`src/core/crmd_regs.vh`:
```
// Constants for the control register move decoder
//
// How it works
// - Opcode 0000 0000 ffff, f 5-9 selects ports A-E
// - Selector picks target register and access kind
// - Exchange writes W, returns old register value
// - Each port has direction, pullup, level, Schmitt
// - Port data reached only through file addressing
// - Selector 1Fh reaches data direction registers
// - Direction bit one is input, zero drives
// - Low nibble 8 on port B swaps comparator
// - Comparator 00h enables comparator and output pin
// - Immediate selector load changes low nibble only
// - File load copies register into W, one cycle
// - File load sets zero flag on 00h
// - Register selector load copies W, keeps W
`ifndef CRMD_REGS_VH
`define CRMD_REGS_VH

// ======================================================================
// Instruction encodings
`define CRMD_OP_CTL_HI 8'h00
`define CRMD_OP_SEL_REG 12'h043
`define CRMD_OP_SEL_IMM_HI 8'h05
`define CRMD_OP_FILE_HI 7'h10
`define CRMD_PORT_FIRST 4'h5
`define CRMD_PORT_LAST 4'h9
`define CRMD_PORT_B 4'h6

// ======================================================================
// Selector fields
`define CRMD_SEL_KIND_READ 4'h0
`define CRMD_SEL_KIND_WRITE 4'h1
`define CRMD_SEL_DIR 4'hF
`define CRMD_SEL_PULL 4'hE
`define CRMD_SEL_LEVEL 4'hD
`define CRMD_SEL_SCHMITT 4'hC
`define CRMD_SEL_COMP 4'h8
`define CRMD_IDX_DIR 2'h0
`define CRMD_IDX_PULL 2'h1
`define CRMD_IDX_LEVEL 2'h2
`define CRMD_IDX_SCHMITT 2'h3

// ======================================================================
// Comparator control fields
`define CRMD_COMP_EN_N_BIT 7
`define CRMD_COMP_OE_N_BIT 6

// ======================================================================
// Reset values
`define CRMD_RST_ACC 8'h00
`define CRMD_RST_SEL 8'h1F
`define CRMD_RST_DIR 8'hFF
`define CRMD_RST_PULL 8'hFF
`define CRMD_RST_LEVEL 8'hFF
`define CRMD_RST_SCHMITT 8'hFF
`define CRMD_RST_COMP 8'hFF
`define CRMD_RST_FILE 8'h00

// ======================================================================
// Software register map
`define CRMD_ADDR_FILE_LAST 8'h1F
`define CRMD_ADDR_ACC 8'h20
`define CRMD_ADDR_SEL 8'h21
`define CRMD_ADDR_STATUS 8'h22
`define CRMD_ADDR_COMP 8'h23
`define CRMD_ADDR_COMP_RES 8'h24
`define CRMD_ADDR_PCTL_BASE 8'h40
`define CRMD_ADDR_PCTL_LAST 8'h53

`endif

```
`src/core/crmd_top.v`:
```
// Decode and execute of control register moves and file loads
`timescale 1ns/1ps
`include "crmd_regs.vh"

module crmd_top #(
	parameter NUM_PORTS = 5,
	parameter FILE_DEPTH = 32
) (
	input wire CORE_CLK_IN,
	input wire RST_IN,
	input wire INSTR_VALID_IN,
	input wire [11:0] INSTR_IN,
	input wire COMP_RESULT_IN,
	input wire [7:0] BUS_ADDR_IN,
	input wire [7:0] BUS_WDATA_IN,
	input wire BUS_WR_IN,
	input wire BUS_RD_IN,
	output reg [7:0] BUS_RDATA_OUT,
	output reg [7:0] ACC_OUT,
	output reg [7:0] MODE_SEL_OUT,
	output reg ZERO_FLAG_OUT,
	output wire [8*NUM_PORTS-1:0] PORT_OE_N_OUT,
	output wire [8*NUM_PORTS-1:0] PORT_PULLUP_OUT,
	output wire [8*NUM_PORTS-1:0] PORT_LEVEL_OUT,
	output wire [8*NUM_PORTS-1:0] PORT_SCHMITT_OUT,
	output reg COMP_ENABLE_OUT,
	output reg COMP_PIN_OUT,
	output reg COMP_PIN_OE_N_OUT
);

// ======================================================================
// Declarations
reg [7:0] file_mem [0:FILE_DEPTH-1];
reg [7:0] comparator_control_reg;
reg [2:0] comp_sync;
reg comp_result;
wire [11:0] op = INSTR_IN;
wire [3:0] port_field = op[3:0];
wire [4:0] file_register_operand = op[4:0];
wire is_ctl;
wire is_sel_reg;
wire is_sel_imm;
wire is_file;
wire port_ok;
wire [3:0] port_rel;
wire [3:0] sel_kind;
wire [3:0] sel_low;
wire comp_hit;
reg sel_ok;
reg [1:0] sel_idx;
wire do_write;
wire do_read;
wire [7:0] ctl_old;
wire [7:0] file_val;
wire [8*NUM_PORTS-1:0] rd_a_bus;
wire [8*NUM_PORTS-1:0] rd_b_bus;
wire [NUM_PORTS-1:0] port_wr;
wire [7:0] bus_port_rel;
wire [1:0] bus_idx;
wire [7:0] bus_port;
reg [7:0] next_rdata;
reg [7:0] next_acc;
reg [7:0] next_sel;
reg next_zero;
integer i;

// ======================================================================
// Decode
assign is_ctl = INSTR_VALID_IN && (op[11:4] == `CRMD_OP_CTL_HI);
assign is_sel_reg = INSTR_VALID_IN && (op == `CRMD_OP_SEL_REG);
assign is_sel_imm = INSTR_VALID_IN && (op[11:4] == `CRMD_OP_SEL_IMM_HI);
assign is_file = INSTR_VALID_IN && (op[11:5] == `CRMD_OP_FILE_HI);
// Fields outside the port range fall through with no access
assign port_ok = (port_field >= `CRMD_PORT_FIRST) && (port_field <= `CRMD_PORT_LAST);
assign port_rel = port_field - `CRMD_PORT_FIRST;
assign sel_kind = MODE_SEL_OUT[7:4];
assign sel_low = MODE_SEL_OUT[3:0];
// Comparator access ignores the upper selector nibble
assign comp_hit = is_ctl && (port_field == `CRMD_PORT_B) && (sel_low == `CRMD_SEL_COMP);

always @* begin
	sel_ok = 1'b1;
	sel_idx = `CRMD_IDX_SCHMITT;
	case (sel_low)
		`CRMD_SEL_DIR: sel_idx = `CRMD_IDX_DIR;
		`CRMD_SEL_PULL: sel_idx = `CRMD_IDX_PULL;
		`CRMD_SEL_LEVEL: sel_idx = `CRMD_IDX_LEVEL;
		`CRMD_SEL_SCHMITT: sel_idx = `CRMD_IDX_SCHMITT;
		default: sel_ok = 1'b0;
	endcase
end

// Upper nibble 0 reads, 1 writes, anything else exchanges
assign do_write = (sel_kind != `CRMD_SEL_KIND_READ);
assign do_read = (sel_kind != `CRMD_SEL_KIND_WRITE);

// ======================================================================
// Port control register sets
assign bus_port_rel = BUS_ADDR_IN - `CRMD_ADDR_PCTL_BASE;
assign bus_idx = bus_port_rel[1:0];
assign bus_port = {2'b00, bus_port_rel[7:2]};

genvar g;
generate
	for (g = 0; g < NUM_PORTS; g = g + 1) begin : gen_port
		localparam [3:0] PORT_IDX = g;
		assign port_wr[g] = is_ctl && port_ok && sel_ok && do_write && !comp_hit
			&& (port_rel == PORT_IDX);
		crmd_port_ctl u_ctl (
			.clk(CORE_CLK_IN),
			.rst(RST_IN),
			.wr_en(port_wr[g]),
			.wr_idx(sel_idx),
			.wr_data(ACC_OUT),
			.rd_idx_a(sel_idx),
			.rd_idx_b(bus_idx),
			.dir(PORT_OE_N_OUT[8*g+7:8*g]),
			.pull(PORT_PULLUP_OUT[8*g+7:8*g]),
			.level(PORT_LEVEL_OUT[8*g+7:8*g]),
			.schmitt(PORT_SCHMITT_OUT[8*g+7:8*g]),
			.rd_data_a(rd_a_bus[8*g+7:8*g]),
			.rd_data_b(rd_b_bus[8*g+7:8*g])
		);
	end
endgenerate

assign ctl_old = comp_hit ? comparator_control_reg : rd_a_bus[8*port_rel[2:0] +: 8];
assign file_val = file_mem[file_register_operand];

// ======================================================================
// Working register, selector and zero flag
always @* begin
	next_acc = ACC_OUT;
	next_sel = MODE_SEL_OUT;
	next_zero = ZERO_FLAG_OUT;
	if (BUS_WR_IN && (BUS_ADDR_IN == `CRMD_ADDR_ACC))
		next_acc = BUS_WDATA_IN;
	if (BUS_WR_IN && (BUS_ADDR_IN == `CRMD_ADDR_SEL))
		next_sel = BUS_WDATA_IN;
	if (BUS_WR_IN && (BUS_ADDR_IN == `CRMD_ADDR_STATUS))
		next_zero = BUS_WDATA_IN[0];
	// The core outranks software when both touch a register in one cycle
	if (comp_hit) begin
		next_acc = comparator_control_reg;
	end else if (is_ctl && port_ok && sel_ok && do_read) begin
		next_acc = ctl_old;
	end else if (is_sel_reg) begin
		next_sel = ACC_OUT;
	end else if (is_sel_imm) begin
		next_sel = {MODE_SEL_OUT[7:4], op[3:0]};
	end else if (is_file) begin
		next_acc = file_val;
		next_zero = (file_val == 8'h00);
	end
end

always @(posedge CORE_CLK_IN) begin
	if (RST_IN) begin
		ACC_OUT <= `CRMD_RST_ACC;
		MODE_SEL_OUT <= `CRMD_RST_SEL;
		ZERO_FLAG_OUT <= 1'b0;
	end else begin
		ACC_OUT <= next_acc;
		MODE_SEL_OUT <= next_sel;
		ZERO_FLAG_OUT <= next_zero;
	end
end

// ======================================================================
// File registers, port data among them
always @(posedge CORE_CLK_IN) begin
	if (RST_IN) begin
		for (i = 0; i < FILE_DEPTH; i = i + 1)
			file_mem[i] <= `CRMD_RST_FILE;
	end else if (BUS_WR_IN && (BUS_ADDR_IN <= `CRMD_ADDR_FILE_LAST)) begin
		file_mem[BUS_ADDR_IN[4:0]] <= BUS_WDATA_IN;
	end
end

// ======================================================================
// Comparator
always @(posedge CORE_CLK_IN) begin
	if (RST_IN) begin
		comparator_control_reg <= `CRMD_RST_COMP;
	end else if (comp_hit) begin
		comparator_control_reg <= ACC_OUT;
	end else if (BUS_WR_IN && (BUS_ADDR_IN == `CRMD_ADDR_COMP)) begin
		comparator_control_reg <= BUS_WDATA_IN;
	end
end

// Analog result is asynchronous; it counts once the last two stages agree
always @(posedge CORE_CLK_IN) begin
	if (RST_IN) begin
		comp_sync <= 3'h0;
		comp_result <= 1'b0;
		COMP_ENABLE_OUT <= 1'b0;
		COMP_PIN_OUT <= 1'b0;
		COMP_PIN_OE_N_OUT <= 1'b1;
	end else begin
		comp_sync <= {comp_sync[1:0], COMP_RESULT_IN};
		if (comp_sync[2] == comp_sync[1])
			comp_result <= comp_sync[2];
		COMP_ENABLE_OUT <= !comparator_control_reg[`CRMD_COMP_EN_N_BIT];
		COMP_PIN_OUT <= comp_result && !comparator_control_reg[`CRMD_COMP_EN_N_BIT];
		COMP_PIN_OE_N_OUT <= comparator_control_reg[`CRMD_COMP_EN_N_BIT]
			|| comparator_control_reg[`CRMD_COMP_OE_N_BIT];
	end
end

// ======================================================================
// Software read port
always @* begin
	next_rdata = 8'h00;
	if (BUS_ADDR_IN <= `CRMD_ADDR_FILE_LAST)
		next_rdata = file_mem[BUS_ADDR_IN[4:0]];
	else if (BUS_ADDR_IN == `CRMD_ADDR_ACC)
		next_rdata = ACC_OUT;
	else if (BUS_ADDR_IN == `CRMD_ADDR_SEL)
		next_rdata = MODE_SEL_OUT;
	else if (BUS_ADDR_IN == `CRMD_ADDR_STATUS)
		next_rdata = {7'h00, ZERO_FLAG_OUT};
	else if (BUS_ADDR_IN == `CRMD_ADDR_COMP)
		next_rdata = comparator_control_reg;
	else if (BUS_ADDR_IN == `CRMD_ADDR_COMP_RES)
		next_rdata = {7'h00, comp_result};
	else if ((BUS_ADDR_IN >= `CRMD_ADDR_PCTL_BASE) && (BUS_ADDR_IN <= `CRMD_ADDR_PCTL_LAST))
		next_rdata = rd_b_bus[8*bus_port[2:0] +: 8];
end

always @(posedge CORE_CLK_IN) begin
	if (RST_IN)
		BUS_RDATA_OUT <= 8'h00;
	else if (BUS_RD_IN)
		BUS_RDATA_OUT <= next_rdata;
	else
		BUS_RDATA_OUT <= 8'h00;
end

endmodule

```
`src/core/crmd_port_ctl.v`:
```
// Control register set of one port
`timescale 1ns/1ps
`include "crmd_regs.vh"

module crmd_port_ctl (
	input wire clk,
	input wire rst,
	input wire wr_en,
	input wire [1:0] wr_idx,
	input wire [7:0] wr_data,
	input wire [1:0] rd_idx_a,
	input wire [1:0] rd_idx_b,
	output reg [7:0] dir,
	output reg [7:0] pull,
	output reg [7:0] level,
	output reg [7:0] schmitt,
	output reg [7:0] rd_data_a,
	output reg [7:0] rd_data_b
);

// ======================================================================
// Storage
always @(posedge clk) begin
	if (rst) begin
		dir <= `CRMD_RST_DIR;
		pull <= `CRMD_RST_PULL;
		level <= `CRMD_RST_LEVEL;
		schmitt <= `CRMD_RST_SCHMITT;
	end else if (wr_en) begin
		case (wr_idx)
			`CRMD_IDX_DIR: dir <= wr_data;
			`CRMD_IDX_PULL: pull <= wr_data;
			`CRMD_IDX_LEVEL: level <= wr_data;
			default: schmitt <= wr_data;
		endcase
	end
end

// ======================================================================
// Read selection
always @* begin
	case (rd_idx_a)
		`CRMD_IDX_DIR: rd_data_a = dir;
		`CRMD_IDX_PULL: rd_data_a = pull;
		`CRMD_IDX_LEVEL: rd_data_a = level;
		default: rd_data_a = schmitt;
	endcase
	case (rd_idx_b)
		`CRMD_IDX_DIR: rd_data_b = dir;
		`CRMD_IDX_PULL: rd_data_b = pull;
		`CRMD_IDX_LEVEL: rd_data_b = level;
		default: rd_data_b = schmitt;
	endcase
end

endmodule

```
`config.mk`:
```
export PLATFORM = sky130hd
export DESIGN_NAME = crmd_top
export DESIGN_NICKNAME = d
export VERILOG_FILES = /design/src/core/crmd_top.v /design/src/core/crmd_port_ctl.v
export VERILOG_INCLUDE_DIRS = /design/src /design/src/core
export SDC_FILE = /design/constraint.sdc
export NUM_CORES = 1
export LEC_CHECK = 0
export ABC_AREA = 1
export BUFFER_PORTS_ARGS = -buffer_cell sky130_fd_sc_hd__buf_4
export CORE_MARGIN = 3
export CORE_UTILIZATION = 50
export DETAILED_ROUTE_END_ITERATION = 8
export MAX_ROUTING_LAYER = met4
export PLACE_DENSITY_LB_ADDON = 0.3
export SYNTH_ARGS = -nofsm -noshare
export SYNTH_HDL_FRONTEND = slang
export SYNTH_SLANG_ARGS = --single-unit
```
`constraint.sdc`:
```
create_clock -name CORE_CLK_IN -period 8.65 [get_ports CORE_CLK_IN]
set_input_delay 0.865 -clock CORE_CLK_IN [delete_from_list [all_inputs] [get_ports CORE_CLK_IN]]
set_output_delay 0.865 -clock CORE_CLK_IN [all_outputs]
set_load 0.01 [all_outputs]
```
Yosys cells after proc, flatten, opt, wreduce, memory -nomap -nowiden
Memories as Yosys holds them, arrays and structs flattened.
Cells that the tools add are included.

storage, ports and cells
  logic and storage cells = 172
  flip-flop bits (word level) = 200
  input bits = 34
  output and inout bits = 188
  memories kept = 1
  bits in writable memories = 256

cells by class
  bitwise gates (word level) = 2
  equality and inequality tests = 25
  order comparisons = 5
  shifts and indexed selects = 2
  reduce and logical (&&, ||, !) cells = 58
  add/sub/neg operators = 2
  muxes and demuxes = 46

memory list
  name      depth  bits a word  rd ports  clocked after Yosys merged registers in  wr ports  RTL line       text
  file_mem  32     8            2         0                                        32        crmd_top.v:33  reg [7:0] file_mem [0:FILE_DEPTH-1];

operators by type and width
  operator                                                        number
  case mux 8 bit (3 select lines)                                 10
  two-way mux 8 bit                                               21
  variable part select 40 x 7 -> 8 bit                            2
  equality test 8 x 6 -> 1 bit, second input constant             5
  AND reduction 2 bit                                             20
  logical AND 1 bit                                               24
  equality test 4 bit, second input constant                      5
  logical NOT 8 bit                                               2
  two-way mux 1 bit                                               13
  equality test 12 x 7 -> 1 bit, second input constant            1
  equality test 4 x 2 -> 1 bit, second input constant             2
  equality test 4 x 3 -> 1 bit, second input constant             2
  equality test 8 x 3 -> 1 bit, second input constant             1
  >= comparator 8 x 7 -> 1 bit, second input constant             1
  less-or-equal comparator 8 x 5 -> 1 bit, second input constant  1
  less-or-equal comparator 8 x 7 -> 1 bit, second input constant  1
  OR reduction 8 bit                                              1
  equality test 7 x 5 -> 1 bit, second input constant             1
  case mux 2 bit (3 select lines)                                 1
  two-way mux 5 bit                                               1
  subtractor 5 x 1 -> 5 bit, second input constant                1
  equality test 2 x 1 -> 1 bit, second input constant             2
  equality test 2 bit, second input constant                      2
  equality test 4 x 1 -> 1 bit, second input constant             1
  16 further kinds                                                19

Logic depth before layout (Yosys ltp)
  depth in word-level cells = 11
  gate-level depth with buffers = 17
  gate-level depth less buffers = 15

By module
From an unflattened synthesis, not the netlist that was laid out.

unflattened totals
  cells, all modules = 3,406
  area, all modules = 25,981.2 µm²

modules (own cells, without submodules)
  module         instances  area each (µm²)  cells each
  crmd_top       1          17,053.9         2,201
  crmd_port_ctl  5          1,785.5          241

Worst setup path after synthesis
Ideal clock, no wire load.

  path kind = input to register
  from = input INSTR_IN[0]
  to = register gen_port[2].u_ctl.level[5]
  setup slack = 5.060 ns
  stages on the path = 14
  arrival = 3.446 ns
  setup time = 0.144 ns
  path buffers = 6
  cells stage by stage = buf_2 clkinv_1 buf_2 clkbuf_1 buf_2 buf_2 ha_1 xor2_4 nand3_4 nor3_4 nand2_4 buf_6 nand2_2 o211ai_2

on the way
  cells in the longest elaborated chain, start to end = 8

ends and longest elaborated chain
  item                                                                                             RTL line            text
  start: declaration                                                                               crmd_top.v:12       input wire [11:0] INSTR_IN,
  >= comparator 4 x 3 -> 1 bit (no line) / less-or-equal comparator 4 bit (equally long branches)  -
  logical AND 1 bit                                                                                crmd_top.v:74       assign port_ok = (port_field >= `CRMD_PORT_FIRST) && (port_field <= `CRMD_PORT_LAST);
  logical AND 1 bit (4 in a row)                                                                   crmd_top.v:107      assign port_wr[g] = is_ctl && port_ok && sel_ok && do_write && !comp_hit
  logical AND 1 bit *                                                                              crmd_top.v:108      && (port_rel == PORT_IDX);
  AND reduction 2 bit (no line) *                                                                  -
  end signal: assignment                                                                           crmd_port_ctl.v:27  level <= `CRMD_RST_LEVEL;
  end signal: assignment                                                                           crmd_port_ctl.v:33  `CRMD_IDX_LEVEL: level <= wr_data;
  end: declaration                                                                                 crmd_port_ctl.v:15  output reg [7:0] level,

Mark *: on every way between the ends. The rest lies on a longest branch, timed or not.
A chain may end at the register's enable or synchronous reset.

Worst setup path in the final report
  from = input INSTR_IN[0]
  to = register ACC_OUT[5]

on the way
  cells in the longest elaborated chain, start to end = 7

ends and longest elaborated chain
  item                                                               RTL line        text
  branches (longest 6 deep; another with subtractor 4 x 3 -> 4 bit)  -
  two-way mux 8 bit *                                                crmd_top.v:143  if (comp_hit) begin
  end signal: assignment                                             crmd_top.v:159  ACC_OUT <= `CRMD_RST_ACC;
  end signal: assignment                                             crmd_top.v:163  ACC_OUT <= next_acc;
  end: declaration                                                   crmd_top.v:19   output reg [7:0] ACC_OUT,

Mark *: on every way between the ends.

==> impl_metrics.ini <==
[outcome]
status = completed

[clock_network]
clk_pin_slew_worst_paths_ps = 60
cts_setup_buffers = 0
cts_hold_buffers = 0
clockRootBuffer = clkbuf_16
cts.repair.resized = 0
cts_htree_levels = 2
cts_tree = built
cts_sinks = 456
clock_latency_ps = 620
cts_buffers = 49
cts_max_path_buffers = 3

[global_route]
use_met2_pct = 59.0
grt_max_degree = 127
first_global_vias = 23700
grt.busiest_layer = met2
antenna_found_initial = 1
grt_usage_pct = 38.2
gr-usage-met3_pct = 7.48
grt_pass1_wl_um = 149000
met1_usage_pct = 46.8
overflow = 0

[setup_path]
critical_path.cell_chain = buf_4 -> clkinv_2 -> buf_4 -> buf_4 -> nand2_1 -> nand3_1 -> nand3_1 -> nand2_1 -> nor2_1 -> nand2_1 -> nand2_1 -> o21ai_0 -> nand2_1 -> nor2_1
path_max_fanout = 65
path_class = input port to register
required_ps = 9200
endpoint = ACC_OUT[5]
path_depth = 14
startpoint = INSTR_IN[0]
r2r_slack_ps = 5590
r2r_cells = 12
endpoint_kind = register
arrival_ps = 4100
slowest_delay_ps = 700
cp-start-kind = input port
cp_common_cell = nand2_1
rr_startpoint = MODE_SEL_OUT[3]
regToRegEndpoint = ACC_OUT[6]
slowest_stage = buf_4
cp_top_family = buffers and inverters
crit_buf_inv = 4

[power_and_ir_drop]
ir_worst_vdd_mv = 0.219
leakagePower_nw = 13.0
report.power.total_w = 0.00515
p_per_area_nw_per_um2 = 182

[synthesis]
avgSynthCellArea_um2 = 7.48
ys_ff_latch = 456
netlist_instances = 3308
yosys.area.top_type_share_pct = 31.1
async_flop_share_pct = 0
ys_seq_area_share_pct = 47.2
synth.distinct_cells = 47
synth_flop_cell = edfxtp_1
synthesis.area_um2 = 24800
yosys.area.top_type = edfxtp_1
synth_edf_count = 256
synth_area_leaders = edfxtp_1 31%, dfxtp_1 16%, nand2_1 16%
ys_warn_count = 0
syn-num-nets = 3348

[timing]
worst_pin_slew_ps = 1270
hold_viol = 0
fin_skew_ps = 34.7
grt_setup_unrepaired = false
fin_crit_sh_pct = 41.1
report.final.slew_viol_count = 0
timing.hold.ws_ps = 415
max_freq_ghz = 0.281
layout_min_cycle_time_ps = 3550
setup_tns_ps = 0
max_slew_margin_pct = 15.1
setup_viol = 0

[cells_and_area]
fin_util_pct = 58.5
nFillCells = 4380
largest_reg_flops = 256
drive_above_1_share_pct = 12.7
top_register = file_mem
syn2layout_area_growth_pct = 14.2
final_cells = 4087
nNetsFinal = 3431

[detailed_routing]
drc_errors = 0
drt_iter0_markers = 4117
ant_nets = 0
viasPerCell = 6.25
num_vias = 25500
drt_pre_antenna_iters = 8
wl_um = 100000
routedWlPerCell_um = 24.5

[placed_design]
gp_congestion = 1.03
io_buffer_count = 221
dp_hpwl_um = 67200
dp.cells = 3996

[run]
drv_cap = 0

[floorplan]
core_um2 = 48300
fp.dieW_um = 228
dieHeight_um = 228
num_io_pins = 222
die-area_um2 = 52200
start_util_pct = 51.2
rows = 80

[min_path]
min_path_type = register to register
min_path_cells = 2
## power breakdown
group | leakage, nW | total, W | internal, W | switching, W
registers | 4.05 | 0.00239 | 0.00235 | 0.0000399
logic | 8.15 | 0.000519 | 0.000122 | 0.000397
clock network | 0.829 | 0.00224 | 0.00132 | 0.000923
## logic make-up (layout without fill, tap and decap cells)
| family | count (synthesis) | in the layout | share of synthesized area, % |
|---|---|---|---|
| other | 0 | 1 | 0 |
| flip-flops | 456 | 456 | 47.2 |
| AO/OA/AOI/OAI | 521 | 521 | 13.8 |
| XOR/XNOR | 1 | 1 | 0.111 |
| adder cells (fa/ha/maj) | 6 | 6 | 0.303 |
| buffers and inverters | 425 | 547 | 6.84 |
| AND/OR/NAND/NOR | 1899 | 1899 | 31.7 |
## worst min-delay path by stage
stage,startpoint,endpoint,slack (ps)
floorplan,comp_sync[0],comp_sync[1],390
global placement,comp_sync[0],comp_sync[1],400
detailed placement,comp_sync[0],comp_sync[1],410
CTS,comp_sync[0],comp_sync[1],420
global route,comp_sync[0],comp_sync[1],430
finish,comp_sync[0],comp_sync[1],420
## cell type report
type	count	area (um2)	share of cell area [%]
well taps	656	821	2.90
clock buffers	62	1390	4.92
repair buffers	251	1880	6.67
flip-flops and latches	456	11700	41.4
diodes	1	2.50	0.00886
clock inverters	28	304	1.08
multi-input cells	2427	11400	40.3
inverters	206	779	2.76
## cells in the final DEF (no fill, tap or decap), types with 3 or more instances in the layout
master | synthesis | final
a21oi_1 | 104 | 104
a22oi_1 | 28 | 28
a31oi_1 | 3 | 3
buf_4 | 1 | 251
bufinv_16 | 0 | 6
clkbuf_1 | 144 | 6
clkbuf_16 | 0 | 53
clkbuf_8 | 0 | 3
clkinv_1 | 15 | 13
clkinv_2 | 0 | 9
clkinvlp_4 | 0 | 3
dfxtp_1 | 200 | 200
edfxtp_1 | 256 | 256
ha_1 | 6 | 6
inv_1 | 186 | 184
inv_2 | 5 | 13
nand2_1 | 1051 | 1051
nand2_2 | 30 | 30
nand2_4 | 4 | 4
nand3_1 | 203 | 203
nand4_1 | 57 | 57
nor2_1 | 516 | 514
nor2_2 | 4 | 3
nor2_4 | 2 | 5
nor3_1 | 9 | 9
nor3_4 | 8 | 8
o2111ai_1 | 11 | 11
o211ai_1 | 149 | 149
o211ai_2 | 32 | 32
o21ai_0 | 150 | 150
o21ai_1 | 5 | 5
o221ai_1 | 9 | 9
o22ai_1 | 20 | 20
or2_2 | 5 | 5
## layer usage
layer	part of all wire, %	vias up
li1	-	11200
met1	36	11800
met2	45	2070
met3	12	467
met4	7.4	0
met5	0	-
## tightest hold or removal path, cell delays in order, from the launching register on
cell,delay (ps)
dfxtp_1,300
inv_1,50
nor2_1,30
## cells in the mapped netlist, drive strengths merged, types with 2 or more instances
library cell	count
clkinv	15
a41oi	2
clkbuf	144
inv	191
o2111ai	11
dfxtp	200
buf	75
o221ai	9
nand3	204
o21ai	155
a21oi	104
nand2	1085
nor2	522
a22oi	28
a31oi	3
nor3	19
nand3b	2
or2	5
o211ai	181
nand4	58
ha	6
a211oi	2
a21boi	2
and3	2
edfxtp	256
o22ai	20
## through the flow
| stage | area, um2 | setup slack (ps) |
|---|---|---|
| 4_1_cts | 28300 | 5340 |
| 6_report | 28300 | 5100 |
| 3_5_place_dp | 26600 | 4710 |
| 5_1_grt | 28300 | 5040 |
| 2_1_floorplan | 24800 | 5060 |
| 3_3_place_gp | 26600 | 4690 |
No activity file was read; power rests on OpenSTA's default activity.
